## src/core/spf_pkg.sv

```systemverilog
// package: pin-function constants, configuration and bus carriers
package spf_pkg;

   // port widths
   localparam int SPF_PB_W = 8;
   localparam int SPF_PC_W = 8;
   localparam int SPF_PD_W = 3;

   // control register block offsets, low address byte in i/o space
   localparam logic [7:0] SPF_OFS_PB_OUT = 8'h00;
   localparam logic [7:0] SPF_OFS_PB_DIR = 8'h01;
   localparam logic [7:0] SPF_OFS_PC_OUT = 8'h02;
   localparam logic [7:0] SPF_OFS_PC_DIR = 8'h03;
   localparam logic [7:0] SPF_OFS_PD_OUT = 8'h04;
   localparam logic [7:0] SPF_OFS_PD_DIR = 8'h05;
   localparam logic [7:0] SPF_OFS_PB_IN  = 8'h06;
   localparam logic [7:0] SPF_OFS_PC_IN  = 8'h07;
   localparam logic [7:0] SPF_OFS_PD_IN  = 8'h08;

   // values after reset
   localparam logic [7:0] SPF_PORT_RST = 8'h00;
   localparam logic [2:0] SPF_PD_RST   = 3'h0;

   // scan pin positions of the third port
   localparam int SPF_PC_TMS  = 0;
   localparam int SPF_PC_TCK  = 1;
   localparam int SPF_PC_STAT = 3;
   localparam int SPF_PC_ERR  = 4;
   localparam int SPF_PC_TDI  = 5;
   localparam int SPF_PC_TDO  = 6;
   // fourth port special pins
   localparam int SPF_PD_CLK  = 1;
   localparam int SPF_PD_CSI  = 2;

   // per-pin function choice
   typedef enum logic [1:0] {
      SPF_FN_MCU_IO,
      SPF_FN_MCELL_OUT,
      SPF_FN_LOGIC_IN
   } spf_func_t;

   // run-time configuration of all pins
   typedef struct packed {
      spf_func_t [SPF_PB_W-1:0] pb_func;
      spf_func_t [SPF_PC_W-1:0] pc_func;
      spf_func_t [SPF_PD_W-1:0] pd_func;
      logic [SPF_PB_W-1:0]      pb_shared;   // port b pin uses shared macrocell group
      logic [3:0]               pb_slew;     // fast slew, pins 0..3
      logic [4:0]               pb_od;       // open drain, pins 3..7
      logic [SPF_PC_W-1:0]      pc_od;       // open drain, general i/o
      logic                     jtag_en;
      logic                     jtag_ext_en;
      logic                     rdybsy_en;
      logic                     comclk_en;
      logic                     csi_en;
   } spf_cfg_t;

   localparam spf_cfg_t SPF_CFG_RST = '0;

   // dsp bus inputs, sampled together
   typedef struct packed {
      logic       wr_n;
      logic       rd_n;
      logic       bs_n;
      logic       io_n;
      logic [7:0] addr;
      logic [7:0] data;
   } spf_bus_t;

   localparam spf_bus_t SPF_BUS_IDLE = '{wr_n: 1'b1, rd_n: 1'b1, bs_n: 1'b1,
                                          io_n: 1'b1, addr: 8'h00, data: 8'h00};

endpackage : spf_pkg

```

## src/core/spf_pin_mux.sv

```systemverilog
// pin-function multiplexer and port registers of the dsp memory companion
`timescale 1ns/1ns

// Function
// - Low byte-space select from the dsp selects the byte-wide memory.
// - Active-low reset clears port registers and configuration state to defaults.
// - Byte data port carries dsp data lines eight to fifteen.
// - Second-port pins: dsp i/o, macrocell output or logic input.
// - Second-port pins 0..3 select standard or fast slew at run time.
// - Second-port pins 3..7 select push-pull or open-drain at run time.
// - Third-port pins: dsp i/o, shared macrocell output or logic input.
// - Third-port pins 0,1,5,6 may carry scan mode, clock, data in, out.
// - Third-port pins 3,4 may carry scan status and scan error outputs.
// - Third-port pin 3 may show flash ready/busy level.
// - Third-port general i/o pins select push-pull or open-drain.
// - Scan pins share their pins with other functions.
// - Fourth-port pins: dsp i/o, direct logic input or chip-select output.
// - Fourth-port pin 1 may serve as common logic clock input.
// - Fourth-port pin 2 may be active-low flash select; high disables flash.
// - Dsp write and read strobes, active low, qualify register accesses.
// - Control registers take 256 i/o locations; upper data byte ignored.
module spf_pin_mux
   import spf_pkg::*;
(
   input  wire logic                clk,
   input  wire logic                reset_n,
   input  wire logic                write_strobe_in_n,
   input  wire logic                read_strobe_in_n,
   input  wire logic                byte_space_select_in_n,
   input  wire logic                io_space_select_n,
   input  wire logic [7:0]          io_addr,
   input  wire logic [7:0]          byte_data_port_i,
   output logic      [7:0]          byte_data_port_o,
   output logic                     byte_data_port_oe_n,
   input  wire spf_cfg_t            cfg,
   input  wire logic [SPF_PB_W-1:0] first_output_macrocells,
   input  wire logic [SPF_PB_W-1:0] shared_output_macrocells,
   input  wire logic [SPF_PD_W-1:0] ext_chip_select,
   input  wire logic                scan_tdo,
   input  wire logic                scan_tdo_en,
   input  wire logic                scan_status_out,
   input  wire logic                scan_error_out,
   input  wire logic                flash_ready,
   input  wire logic [SPF_PB_W-1:0] second_port_pins_i,
   output logic      [SPF_PB_W-1:0] second_port_pins_o,
   output logic      [SPF_PB_W-1:0] second_port_pins_oe_n,
   output logic      [3:0]          second_port_fast_slew,
   input  wire logic [SPF_PC_W-1:0] third_port_pins_i,
   output logic      [SPF_PC_W-1:0] third_port_pins_o,
   output logic      [SPF_PC_W-1:0] third_port_pins_oe_n,
   input  wire logic [SPF_PD_W-1:0] fourth_port_pins_i,
   output logic      [SPF_PD_W-1:0] fourth_port_pins_o,
   output logic      [SPF_PD_W-1:0] fourth_port_pins_oe_n,
   output logic      [SPF_PB_W-1:0] logic_in_b,
   output logic      [SPF_PC_W-1:0] logic_in_c,
   output logic      [SPF_PD_W-1:0] logic_in_d,
   output logic                     logic_common_clock,
   output logic                     scan_tms,
   output logic                     scan_tck,
   output logic                     scan_tdi,
   output logic                     flash_select_n
);

   // one pin: {level, enable_n}; open drain only ever pulls low
   function automatic logic [1:0] spf_pin_drive(input spf_func_t fn, input logic dout,
                                                input logic dir, input logic mc,
                                                input logic od);
      logic drive;
      logic val;
      drive = (fn == SPF_FN_MCELL_OUT) || ((fn == SPF_FN_MCU_IO) && dir);
      val   = (fn == SPF_FN_MCELL_OUT) ? mc : dout;
      if (od)
         spf_pin_drive = {1'b0, !(drive && !val)};
      else
         spf_pin_drive = {val, !drive};
   endfunction : spf_pin_drive

   spf_bus_t            bus_s1_r;
   spf_bus_t            bus_s2_r;
   logic                wr_prev_r;
   logic [18:0]         pin_s1_r;
   logic [18:0]         pin_s2_r;
   spf_cfg_t            cfg_r;
   logic [7:0]          pb_out_r;
   logic [7:0]          pb_dir_r;
   logic [7:0]          pc_out_r;
   logic [7:0]          pc_dir_r;
   logic [2:0]          pd_out_r;
   logic [2:0]          pd_dir_r;
   logic [7:0]          pb_in;
   logic [7:0]          pc_in;
   logic [2:0]          pd_in;
   logic                wr_event;
   logic                rd_active;
   logic [7:0]          rd_data_nxt;
   logic [7:0]          pb_o_nxt;
   logic [7:0]          pb_oe_n_nxt;
   logic [7:0]          pc_o_nxt;
   logic [7:0]          pc_oe_n_nxt;
   logic [2:0]          pd_o_nxt;
   logic [2:0]          pd_oe_n_nxt;
   logic                flash_sel_n_nxt;

   // two-flop synchronisers for dsp bus and pin inputs
   always_ff @(posedge clk)
   begin
      if (!reset_n)
      begin
         bus_s1_r <= SPF_BUS_IDLE;
         bus_s2_r <= SPF_BUS_IDLE;
         pin_s1_r <= '0;
         pin_s2_r <= '0;
      end
      else
      begin
         bus_s1_r <= '{wr_n: write_strobe_in_n, rd_n: read_strobe_in_n,
                       bs_n: byte_space_select_in_n, io_n: io_space_select_n,
                       addr: io_addr, data: byte_data_port_i};
         bus_s2_r <= bus_s1_r;
         pin_s1_r <= {fourth_port_pins_i, third_port_pins_i, second_port_pins_i};
         pin_s2_r <= pin_s1_r;
      end
   end

   assign pb_in = pin_s2_r[7:0];
   assign pc_in = pin_s2_r[15:8];
   assign pd_in = pin_s2_r[18:16];

   // strobe decode: write lands at the rising edge of the write strobe
   always_ff @(posedge clk)
   begin
      if (!reset_n)
         wr_prev_r <= 1'b1;
      else
         wr_prev_r <= bus_s2_r.wr_n;
   end

   assign wr_event  = bus_s2_r.wr_n && !wr_prev_r && !bus_s2_r.io_n;
   assign rd_active = !bus_s2_r.rd_n && !bus_s2_r.io_n;

   // configuration held in state, defaults after reset
   always_ff @(posedge clk)
   begin
      if (!reset_n)
         cfg_r <= SPF_CFG_RST;
      else
         cfg_r <= cfg;
   end

   // port data and direction registers, written from i/o space
   always_ff @(posedge clk)
   begin
      if (!reset_n)
      begin
         pb_out_r <= SPF_PORT_RST;
         pb_dir_r <= SPF_PORT_RST;
         pc_out_r <= SPF_PORT_RST;
         pc_dir_r <= SPF_PORT_RST;
         pd_out_r <= SPF_PD_RST;
         pd_dir_r <= SPF_PD_RST;
      end
      else if (wr_event)
      begin
         // full 8-bit offset space; only the byte lane d8..d15 is seen
         unique case (bus_s2_r.addr)
            SPF_OFS_PB_OUT: pb_out_r <= bus_s2_r.data;
            SPF_OFS_PB_DIR: pb_dir_r <= bus_s2_r.data;
            SPF_OFS_PC_OUT: pc_out_r <= bus_s2_r.data;
            SPF_OFS_PC_DIR: pc_dir_r <= bus_s2_r.data;
            SPF_OFS_PD_OUT: pd_out_r <= bus_s2_r.data[2:0];
            SPF_OFS_PD_DIR: pd_dir_r <= bus_s2_r.data[2:0];
            default: ;
         endcase
      end
   end

   // read mux over the register block, unmapped offsets read zero
   always_comb
   begin
      unique case (bus_s2_r.addr)
         SPF_OFS_PB_OUT: rd_data_nxt = pb_out_r;
         SPF_OFS_PB_DIR: rd_data_nxt = pb_dir_r;
         SPF_OFS_PC_OUT: rd_data_nxt = pc_out_r;
         SPF_OFS_PC_DIR: rd_data_nxt = pc_dir_r;
         SPF_OFS_PD_OUT: rd_data_nxt = {5'h00, pd_out_r};
         SPF_OFS_PD_DIR: rd_data_nxt = {5'h00, pd_dir_r};
         SPF_OFS_PB_IN:  rd_data_nxt = pb_in;
         SPF_OFS_PC_IN:  rd_data_nxt = pc_in;
         SPF_OFS_PD_IN:  rd_data_nxt = {5'h00, pd_in};
         default:        rd_data_nxt = 8'h00;
      endcase
   end

   // byte data port drive during qualified reads
   always_ff @(posedge clk)
   begin
      if (!reset_n)
      begin
         byte_data_port_o    <= 8'h00;
         byte_data_port_oe_n <= 1'b1;
      end
      else
      begin
         byte_data_port_o    <= rd_data_nxt;
         byte_data_port_oe_n <= !rd_active;
      end
   end

   // pin output selection per port
   always_comb
   begin
      for (int i = 0; i < SPF_PB_W; i++)
      begin
         // open drain only for pins 3..7
         {pb_o_nxt[i], pb_oe_n_nxt[i]} = spf_pin_drive(cfg_r.pb_func[i], pb_out_r[i],
            pb_dir_r[i], cfg_r.pb_shared[i] ? shared_output_macrocells[i]
            : first_output_macrocells[i], (i >= 3) ? cfg_r.pb_od[(i >= 3) ? i - 3 : 0]
            : 1'b0);
      end
      for (int i = 0; i < SPF_PC_W; i++)
      begin
         {pc_o_nxt[i], pc_oe_n_nxt[i]} = spf_pin_drive(cfg_r.pc_func[i], pc_out_r[i],
            pc_dir_r[i], shared_output_macrocells[i], cfg_r.pc_od[i]);
      end
      // scan functions override the pin's own function while enabled
      if (cfg_r.jtag_en)
      begin
         pc_oe_n_nxt[SPF_PC_TMS] = 1'b1;
         pc_oe_n_nxt[SPF_PC_TCK] = 1'b1;
         pc_oe_n_nxt[SPF_PC_TDI] = 1'b1;
         pc_o_nxt[SPF_PC_TDO]    = scan_tdo;
         pc_oe_n_nxt[SPF_PC_TDO] = !scan_tdo_en;
      end
      if (cfg_r.jtag_en && cfg_r.jtag_ext_en)
      begin
         pc_o_nxt[SPF_PC_STAT]    = scan_status_out;
         pc_oe_n_nxt[SPF_PC_STAT] = 1'b0;
         pc_o_nxt[SPF_PC_ERR]     = scan_error_out;
         pc_oe_n_nxt[SPF_PC_ERR]  = 1'b0;
      end
      else if (cfg_r.rdybsy_en)
      begin
         pc_o_nxt[SPF_PC_STAT]    = flash_ready;
         pc_oe_n_nxt[SPF_PC_STAT] = 1'b0;
      end
      for (int i = 0; i < SPF_PD_W; i++)
      begin
         {pd_o_nxt[i], pd_oe_n_nxt[i]} = spf_pin_drive(cfg_r.pd_func[i], pd_out_r[i],
            pd_dir_r[i], ext_chip_select[i], 1'b0);
      end
      if (cfg_r.comclk_en)
         pd_oe_n_nxt[SPF_PD_CLK] = 1'b1;
      if (cfg_r.csi_en)
         pd_oe_n_nxt[SPF_PD_CSI] = 1'b1;
   end

   // flash select from byte space, gated by the low-power select input
   assign flash_sel_n_nxt = bus_s2_r.bs_n ||
                            (cfg_r.csi_en && pd_in[SPF_PD_CSI]);

   // registered pin and select outputs
   always_ff @(posedge clk)
   begin
      if (!reset_n)
      begin
         second_port_pins_o    <= '0;
         second_port_pins_oe_n <= '1;
         second_port_fast_slew <= 4'h0;
         third_port_pins_o     <= '0;
         third_port_pins_oe_n  <= '1;
         fourth_port_pins_o    <= '0;
         fourth_port_pins_oe_n <= '1;
         flash_select_n        <= 1'b1;
      end
      else
      begin
         second_port_pins_o    <= pb_o_nxt;
         second_port_pins_oe_n <= pb_oe_n_nxt;
         second_port_fast_slew <= cfg_r.pb_slew;
         third_port_pins_o     <= pc_o_nxt;
         third_port_pins_oe_n  <= pc_oe_n_nxt;
         fourth_port_pins_o    <= pd_o_nxt;
         fourth_port_pins_oe_n <= pd_oe_n_nxt;
         flash_select_n        <= flash_sel_n_nxt;
      end
   end

   // synchronised pin levels into the programmable logic
   assign logic_in_b         = pb_in;
   assign logic_in_c         = pc_in;
   assign logic_in_d         = pd_in;
   assign logic_common_clock = cfg_r.comclk_en && pd_in[SPF_PD_CLK];
   assign scan_tms           = cfg_r.jtag_en && pc_in[SPF_PC_TMS];
   assign scan_tck           = cfg_r.jtag_en && pc_in[SPF_PC_TCK];
   assign scan_tdi           = cfg_r.jtag_en && pc_in[SPF_PC_TDI];

   // checks
   a_reset_clears: assert property (@(posedge clk)
      !reset_n |=> (pb_out_r == 8'h00) && (pc_dir_r == 8'h00) && (cfg_r == SPF_CFG_RST))
      else $error("reset did not clear port state");
   a_byte_select: assert property (@(posedge clk) disable iff (!reset_n)
      (!bus_s2_r.bs_n && !cfg_r.csi_en) |=> !flash_select_n)
      else $error("byte select did not select flash");
   a_csi_power: assert property (@(posedge clk) disable iff (!reset_n)
      (cfg_r.csi_en && pd_in[SPF_PD_CSI]) |=> flash_select_n)
      else $error("flash not disabled by high select input");
   a_read_drive: assert property (@(posedge clk) disable iff (!reset_n)
      (!bus_s2_r.rd_n && !bus_s2_r.io_n && bus_s2_r.addr == SPF_OFS_PB_OUT)
      |=> !byte_data_port_oe_n && byte_data_port_o == $past(pb_out_r))
      else $error("read did not return register");
   a_write_store: assert property (@(posedge clk) disable iff (!reset_n)
      (wr_event && bus_s2_r.addr == SPF_OFS_PC_DIR) |=> pc_dir_r == $past(bus_s2_r.data))
      else $error("write not stored");
   a_input_float: assert property (@(posedge clk) disable iff (!reset_n)
      cfg_r.pb_func[0] == SPF_FN_LOGIC_IN |=> second_port_pins_oe_n[0])
      else $error("logic input pin is driven");
   a_scan_inputs: assert property (@(posedge clk) disable iff (!reset_n)
      cfg_r.jtag_en |=> third_port_pins_oe_n[SPF_PC_TMS] && third_port_pins_oe_n[SPF_PC_TDI])
      else $error("scan input pin is driven");
   a_ready_busy: assert property (@(posedge clk) disable iff (!reset_n)
      (cfg_r.rdybsy_en && !cfg_r.jtag_en) |=> !third_port_pins_oe_n[SPF_PC_STAT]
      && third_port_pins_o[SPF_PC_STAT] == $past(flash_ready))
      else $error("ready/busy level not shown");
   a_od_low_only: assert property (@(posedge clk) disable iff (!reset_n)
      ($past(cfg_r.pc_od[2]) && !cfg_r.jtag_en && !third_port_pins_oe_n[2])
      |-> !third_port_pins_o[2])
      else $error("open drain pin drove high");
   a_slew_follow: assert property (@(posedge clk) disable iff (!reset_n)
      ##1 $stable(cfg_r.pb_slew) |=> second_port_fast_slew == $past(cfg_r.pb_slew))
      else $error("slew control not applied");
   a_clock_in: assert property (@(posedge clk) disable iff (!reset_n)
      cfg_r.comclk_en |=> fourth_port_pins_oe_n[SPF_PD_CLK])
      else $error("clock input pin is driven");

   c_io_write: cover property (@(posedge clk) disable iff (!reset_n) wr_event);
   c_io_read: cover property (@(posedge clk) disable iff (!reset_n) rd_active);
   c_flash_sel: cover property (@(posedge clk) disable iff (!reset_n) !flash_select_n);
   c_scan_ext: cover property (@(posedge clk) disable iff (!reset_n)
      cfg_r.jtag_en && cfg_r.jtag_ext_en);

endmodule : spf_pin_mux

```

## config.mk

```make
export PLATFORM = sky130hd
export DESIGN_NAME = spf_pin_mux
export DESIGN_NICKNAME = d
export VERILOG_FILES = /design/src/core/spf_pkg.sv /design/src/core/spf_pin_mux.sv
export SDC_FILE = /design/constraint.sdc
export NUM_CORES = 1
export LEC_CHECK = 0
export BUFFER_PORTS_ARGS = -buffer_cell sky130_fd_sc_hd__buf_4
export CAP_MARGIN = 5
export CORE_MARGIN = 1.5
export CORE_UTILIZATION = 47
export CTS_BUF_LIST = sky130_fd_sc_hd__clkbuf_16
export DETAILED_ROUTE_END_ITERATION = 10
export GPL_TIMING_DRIVEN = 0
export PLACE_DENSITY = 0.81
export SETUP_SLACK_MARGIN = 0.15
export SLEW_MARGIN = 40
export SYNTH_ARGS = -nofsm -noshare
export SYNTH_HDL_FRONTEND = slang
export SYNTH_SLANG_ARGS = --single-unit
```

## constraint.sdc

```tcl
create_clock -name clk -period 1.91 [get_ports clk]
set_input_delay 0 -clock clk [delete_from_list [all_inputs] [get_ports clk]]
set_output_delay 0 -clock clk [all_outputs]
set_load 0.005 [all_outputs]
```

==> metrics.md <==
| Metric | Value |
|---|---|
| Status | finished, violations left |
| Failing checks | negative setup slack |
| Max-slew violations | 0 |
| Die area | 17900 µm² |
| Met2 WL post-DR | 12.9 mm |
| Synth area leader | dfxtp_1 |
| Diodes inserted | 0 |
| Largest family of logic cells by synthesized area | simple AND/OR/NAND/NOR gates |
| Routed wl met3 | 1.52 mm |
| Largest net degree at the start of global routing | 14 |
| Port Buffers | 206 |
| Worst Hold Class | in -> reg |
| Post-synthesis simple-gate area fraction | 22.9% |
| Synth warn | 0 |
| Die Wd | 134 µm |
| Synth Instances | 728 |
| Cell Int Power | 8220 µW |
| RSZ-0062 raised after global routing | true |
| Power share of the combinational group | 9.6% |
| Pwr/cell area | 868 nW/µm² |
| P&R area growth vs syn | 51.0% |
| WL/cell | 18.7 µm |
| Clk pwr share | 40.9% |
| Htree depth | 1 |
| Critical path class | reg -> reg |
| Crit end category | flop |
| CTS tree | yes |
| Startpoint Class | flop |
| Sw Share | 22.0% |
| Syn nets | 861 |
| Flop pwr share | 49.5% |
| Clk Latency, worst-skew pair | 500 ps |
| Crit-path max FO | 8 |
| Root Driver | clkbuf_16 |
| Top Ports | 208 |
| DR pass1 iterations | 5 |
| Initial Utilization | 48.4% |
| Filler-free cell count of the finished design | 1337 |
| Top sig layer | met4 |
| Fin nets | 1233 |
| Final hold vios | 0 |
| Avg Vias per Cell | 5.09 |
| Worst VDD drop | 0.000635 V |
| Vias in the first global route | 7117 |
| Highest achievable clock rate | 0.491 GHz |
| Top-area cell type share of the netlist area | 59.0% |
| Detailed Place HPWL | 15.2 mm |
| MaxCap Viol Count | 0 |
| TNS Setup | -1000 ps |
| Fin crit period | 2040 ps |
| Required @ worst endpoint | 2300 ps |
| Synth Area per Inst | 11.1 µm² |
| Xor/xnor share of the synthesized area | 0% |
| Fraction of layout cells with a size suffix above 1 | 26.6% |
| Global-route total usage across every layer | 27.2% |
| Cts bufs inserted | 24 |
| Adder-cell area share of the yosys netlist | 0% |
| Core area | 16600 µm² |
| Worst hold slack | 21.6 ps |
| Number of remaining DRC errors | 0 |
| Netlist Area Pre-Place | 8050 µm² |
| Final Worst Setup Slack | -129 ps |
| Post-synth EDFFs | 0 |
| FF+latch count, synth | 237 |
| Synth area leaders | dfxtp_1 59%, and2_1 12%, mux2i_1 7.5% |
| Clk sink count | 237 |
| Pleak | 0.00536 µW |
| Total vias in the final route | 6800 |
| Synth Flop Type | dfxtp_1 |
| Final Setup Violations | 13 |
| Detailed Route Iter0 Violations | 355 |
| Setup Skew | 12.7 ps |
| Max_slew headroom | 42.7% |
| Net Switching | 2320 µW |
| Measured slew at the worst slew-check pin | 859 ps |
| Final WL | 25.0 mm |
| Final Cycle Share | 107% |
| Met1 wire length | 9.35 mm |
| CTS Buffer Depth | 3 |
| Placed cells | 1154 |
| Grt ovf | 0 |
| Async set-reset flop share out of synthesis | 0% |
| Post-synthesis sequential area ratio | 59.0% |
| Global-route wire length before repair | 37.3 mm |
| Crit path arrival time | 2430 ps |
| DRT antenna net count | 0 |
| Clk slew on worst S/H paths | 60 ps |
| GP Congestion | 0.898 |
| Post-synth cell types | 43 |
| Post-synthesis mux area share | 10.5% |
| Die Ht | 134 µm |
| Initial antenna violation count | 1 |
| Compound-gate portion of the synthesized area | 5.02% |
| Std-Cell Rows | 47 |
==> logic make-up (layout without fill, tap and decap cells) <==
family / count (synthesis) / after routing
flops: 237 / 237
simple gates: 305 / 305
buf+inv: 52 / 441
compound gates: 53 / 53
mux: 81 / 81
==> area by class of cell <==
| cell class | instances | area [µm²] |
|---|---|---|
| Clock buffer | 25 | 626 |
| Inverter | 15 | 56.3 |
| Timing Repair Buffer | 346 | 2930 |
| Buffer | 37 | 181 |
| Clock inverter | 18 | 97.6 |
| Sequential cell | 237 | 4750 |
| Tap cell | 220 | 275 |
| Fill cell | 1055 | 4490 |
| Multi-Input combinational cell | 439 | 3240 |
==> synth_stat cells, types with 4 or more instances <==
cell and n:
dfxtp_1 237, and2_1 150, nor2b_1 64, mux2i_1 60
clkbuf_1 35, nand2_1 22, mux2_2 20, nor2_1 17
inv_1 15, nand2b_1 12, a31oi_1 7, nor3b_1 7
o211ai_1 6, o221ai_1 6, nand3_1 5, nand3b_1 5
nand4_1 5, o21ai_0 5, or3_1 5, and3b_1 4
o2111ai_1 4, o211a_1 4
==> worst max-delay path: stages, from the launching register on <==
cell and delay (ps):
dfxtp_2 320, or4_4 570, buf_8 150, or4b_4 490, buf_12 170, mux2i_2 180, nor2b_1 60
==> cell usage in the layout (no fill, tap or decap), types with 2 or more instances in the layout <==
cell	instances
and2_1	150
o32a_1	2
o21ai_0	3
a21boi_0	3
nand3_2	3
dlygate4sd3_1	130
mux2_2	20
a31oi_1	5
o31ai_1	2
clkinv_1	9
dfxtp_2	2
o21ai_1	2
nor2b_1	64
and3b_1	4
dfxtp_1	235
clkbuf_2	8
nand2b_1	12
or3_1	4
buf_8	2
o221ai_1	6
and4_1	2
o211ai_1	6
nor2_1	16
buf_4	215
a31oi_4	2
nand4_1	5
o211a_1	4
mux2i_1	59
nor3b_1	6
o2bb2ai_1	3
a22oi_1	3
a21oi_1	3
nand2_1	21
nor4b_4	2
o2111ai_1	4
inv_1	20
clkbuf_16	25
nand3b_1	5
clkinv_2	3
clkbuf_1	24
==> worst paths after layout <==
path	from	endpoint	slack, ps	cells after the start
max	bus_s2_r[14]	pb_out_r[4]	-130	6
min	first_output_macrocells[4]	second_port_pins_oe_n[4]	20	5
max reg2reg	bus_s2_r[14]	pb_out_r[4]	-130	6
min reg2reg	bus_s1_r[17]	bus_s2_r[17]	410	1
==> power groups by stage <==
| stage | sequential, µW | clock [µW] | combinational [µW] |
|---|---|---|---|
| floorplan | 5300 | 0 | 306 |
| global placement | 5310 | 0 | 696 |
| detailed placement | 5320 | 0 | 708 |
| CTS | 5210 | 4360 | 944 |
| global route | 5230 | 4580 | 1070 |
| finish | 5220 | 4320 | 1010 |
==> stage by stage <==
stage | area (µm²) | setup slack, ps | util (%) | total power [µW]
6_report | 12200 | -129 | 73.0 | 10500
2_1_floorplan | 8060 | 21.1 | - | 5610
4_1_cts | 12000 | -87.9 | 72.1 | 10500
5_1_grt | 12200 | -150 | 73.0 | 10900
3_5_place_dp | 9880 | -475 | 59.4 | 6030
3_3_place_gp | 9880 | -511 | 59.4 | 6010
==> state kept, by name, indices dropped and copies added, names as in the netlist, 19 cells and up <==
name / cells
bus_s2_r: 20
cfg_r: 68
pin_s2_r: 19
pin_s1_r: 19
bus_s1_r: 20
==> routing by layer <==
| layer | track usage, % | vias up |
|---|---|---|
| li1 | - | 3173 |
| met1 | 29.9 | 3237 |
| met2 | 49.7 | 304 |
| met3 | 5.18 | 86 |
| met4 | 14.3 | 0 |
| met5 | 0 | - |
==> what timing repair did <==
action / CTS / global route
pin swaps: 7 / 9
hold endpoints to repair: 134 / 0
setup buffers: 6 / 4
cloned: 0 / 0
hold buffers: 130 / 0
gates resized for setup: 15 / 35
setup endpoints to repair: 46 / 36
Note: power is estimated with default switching activity, not from simulation.
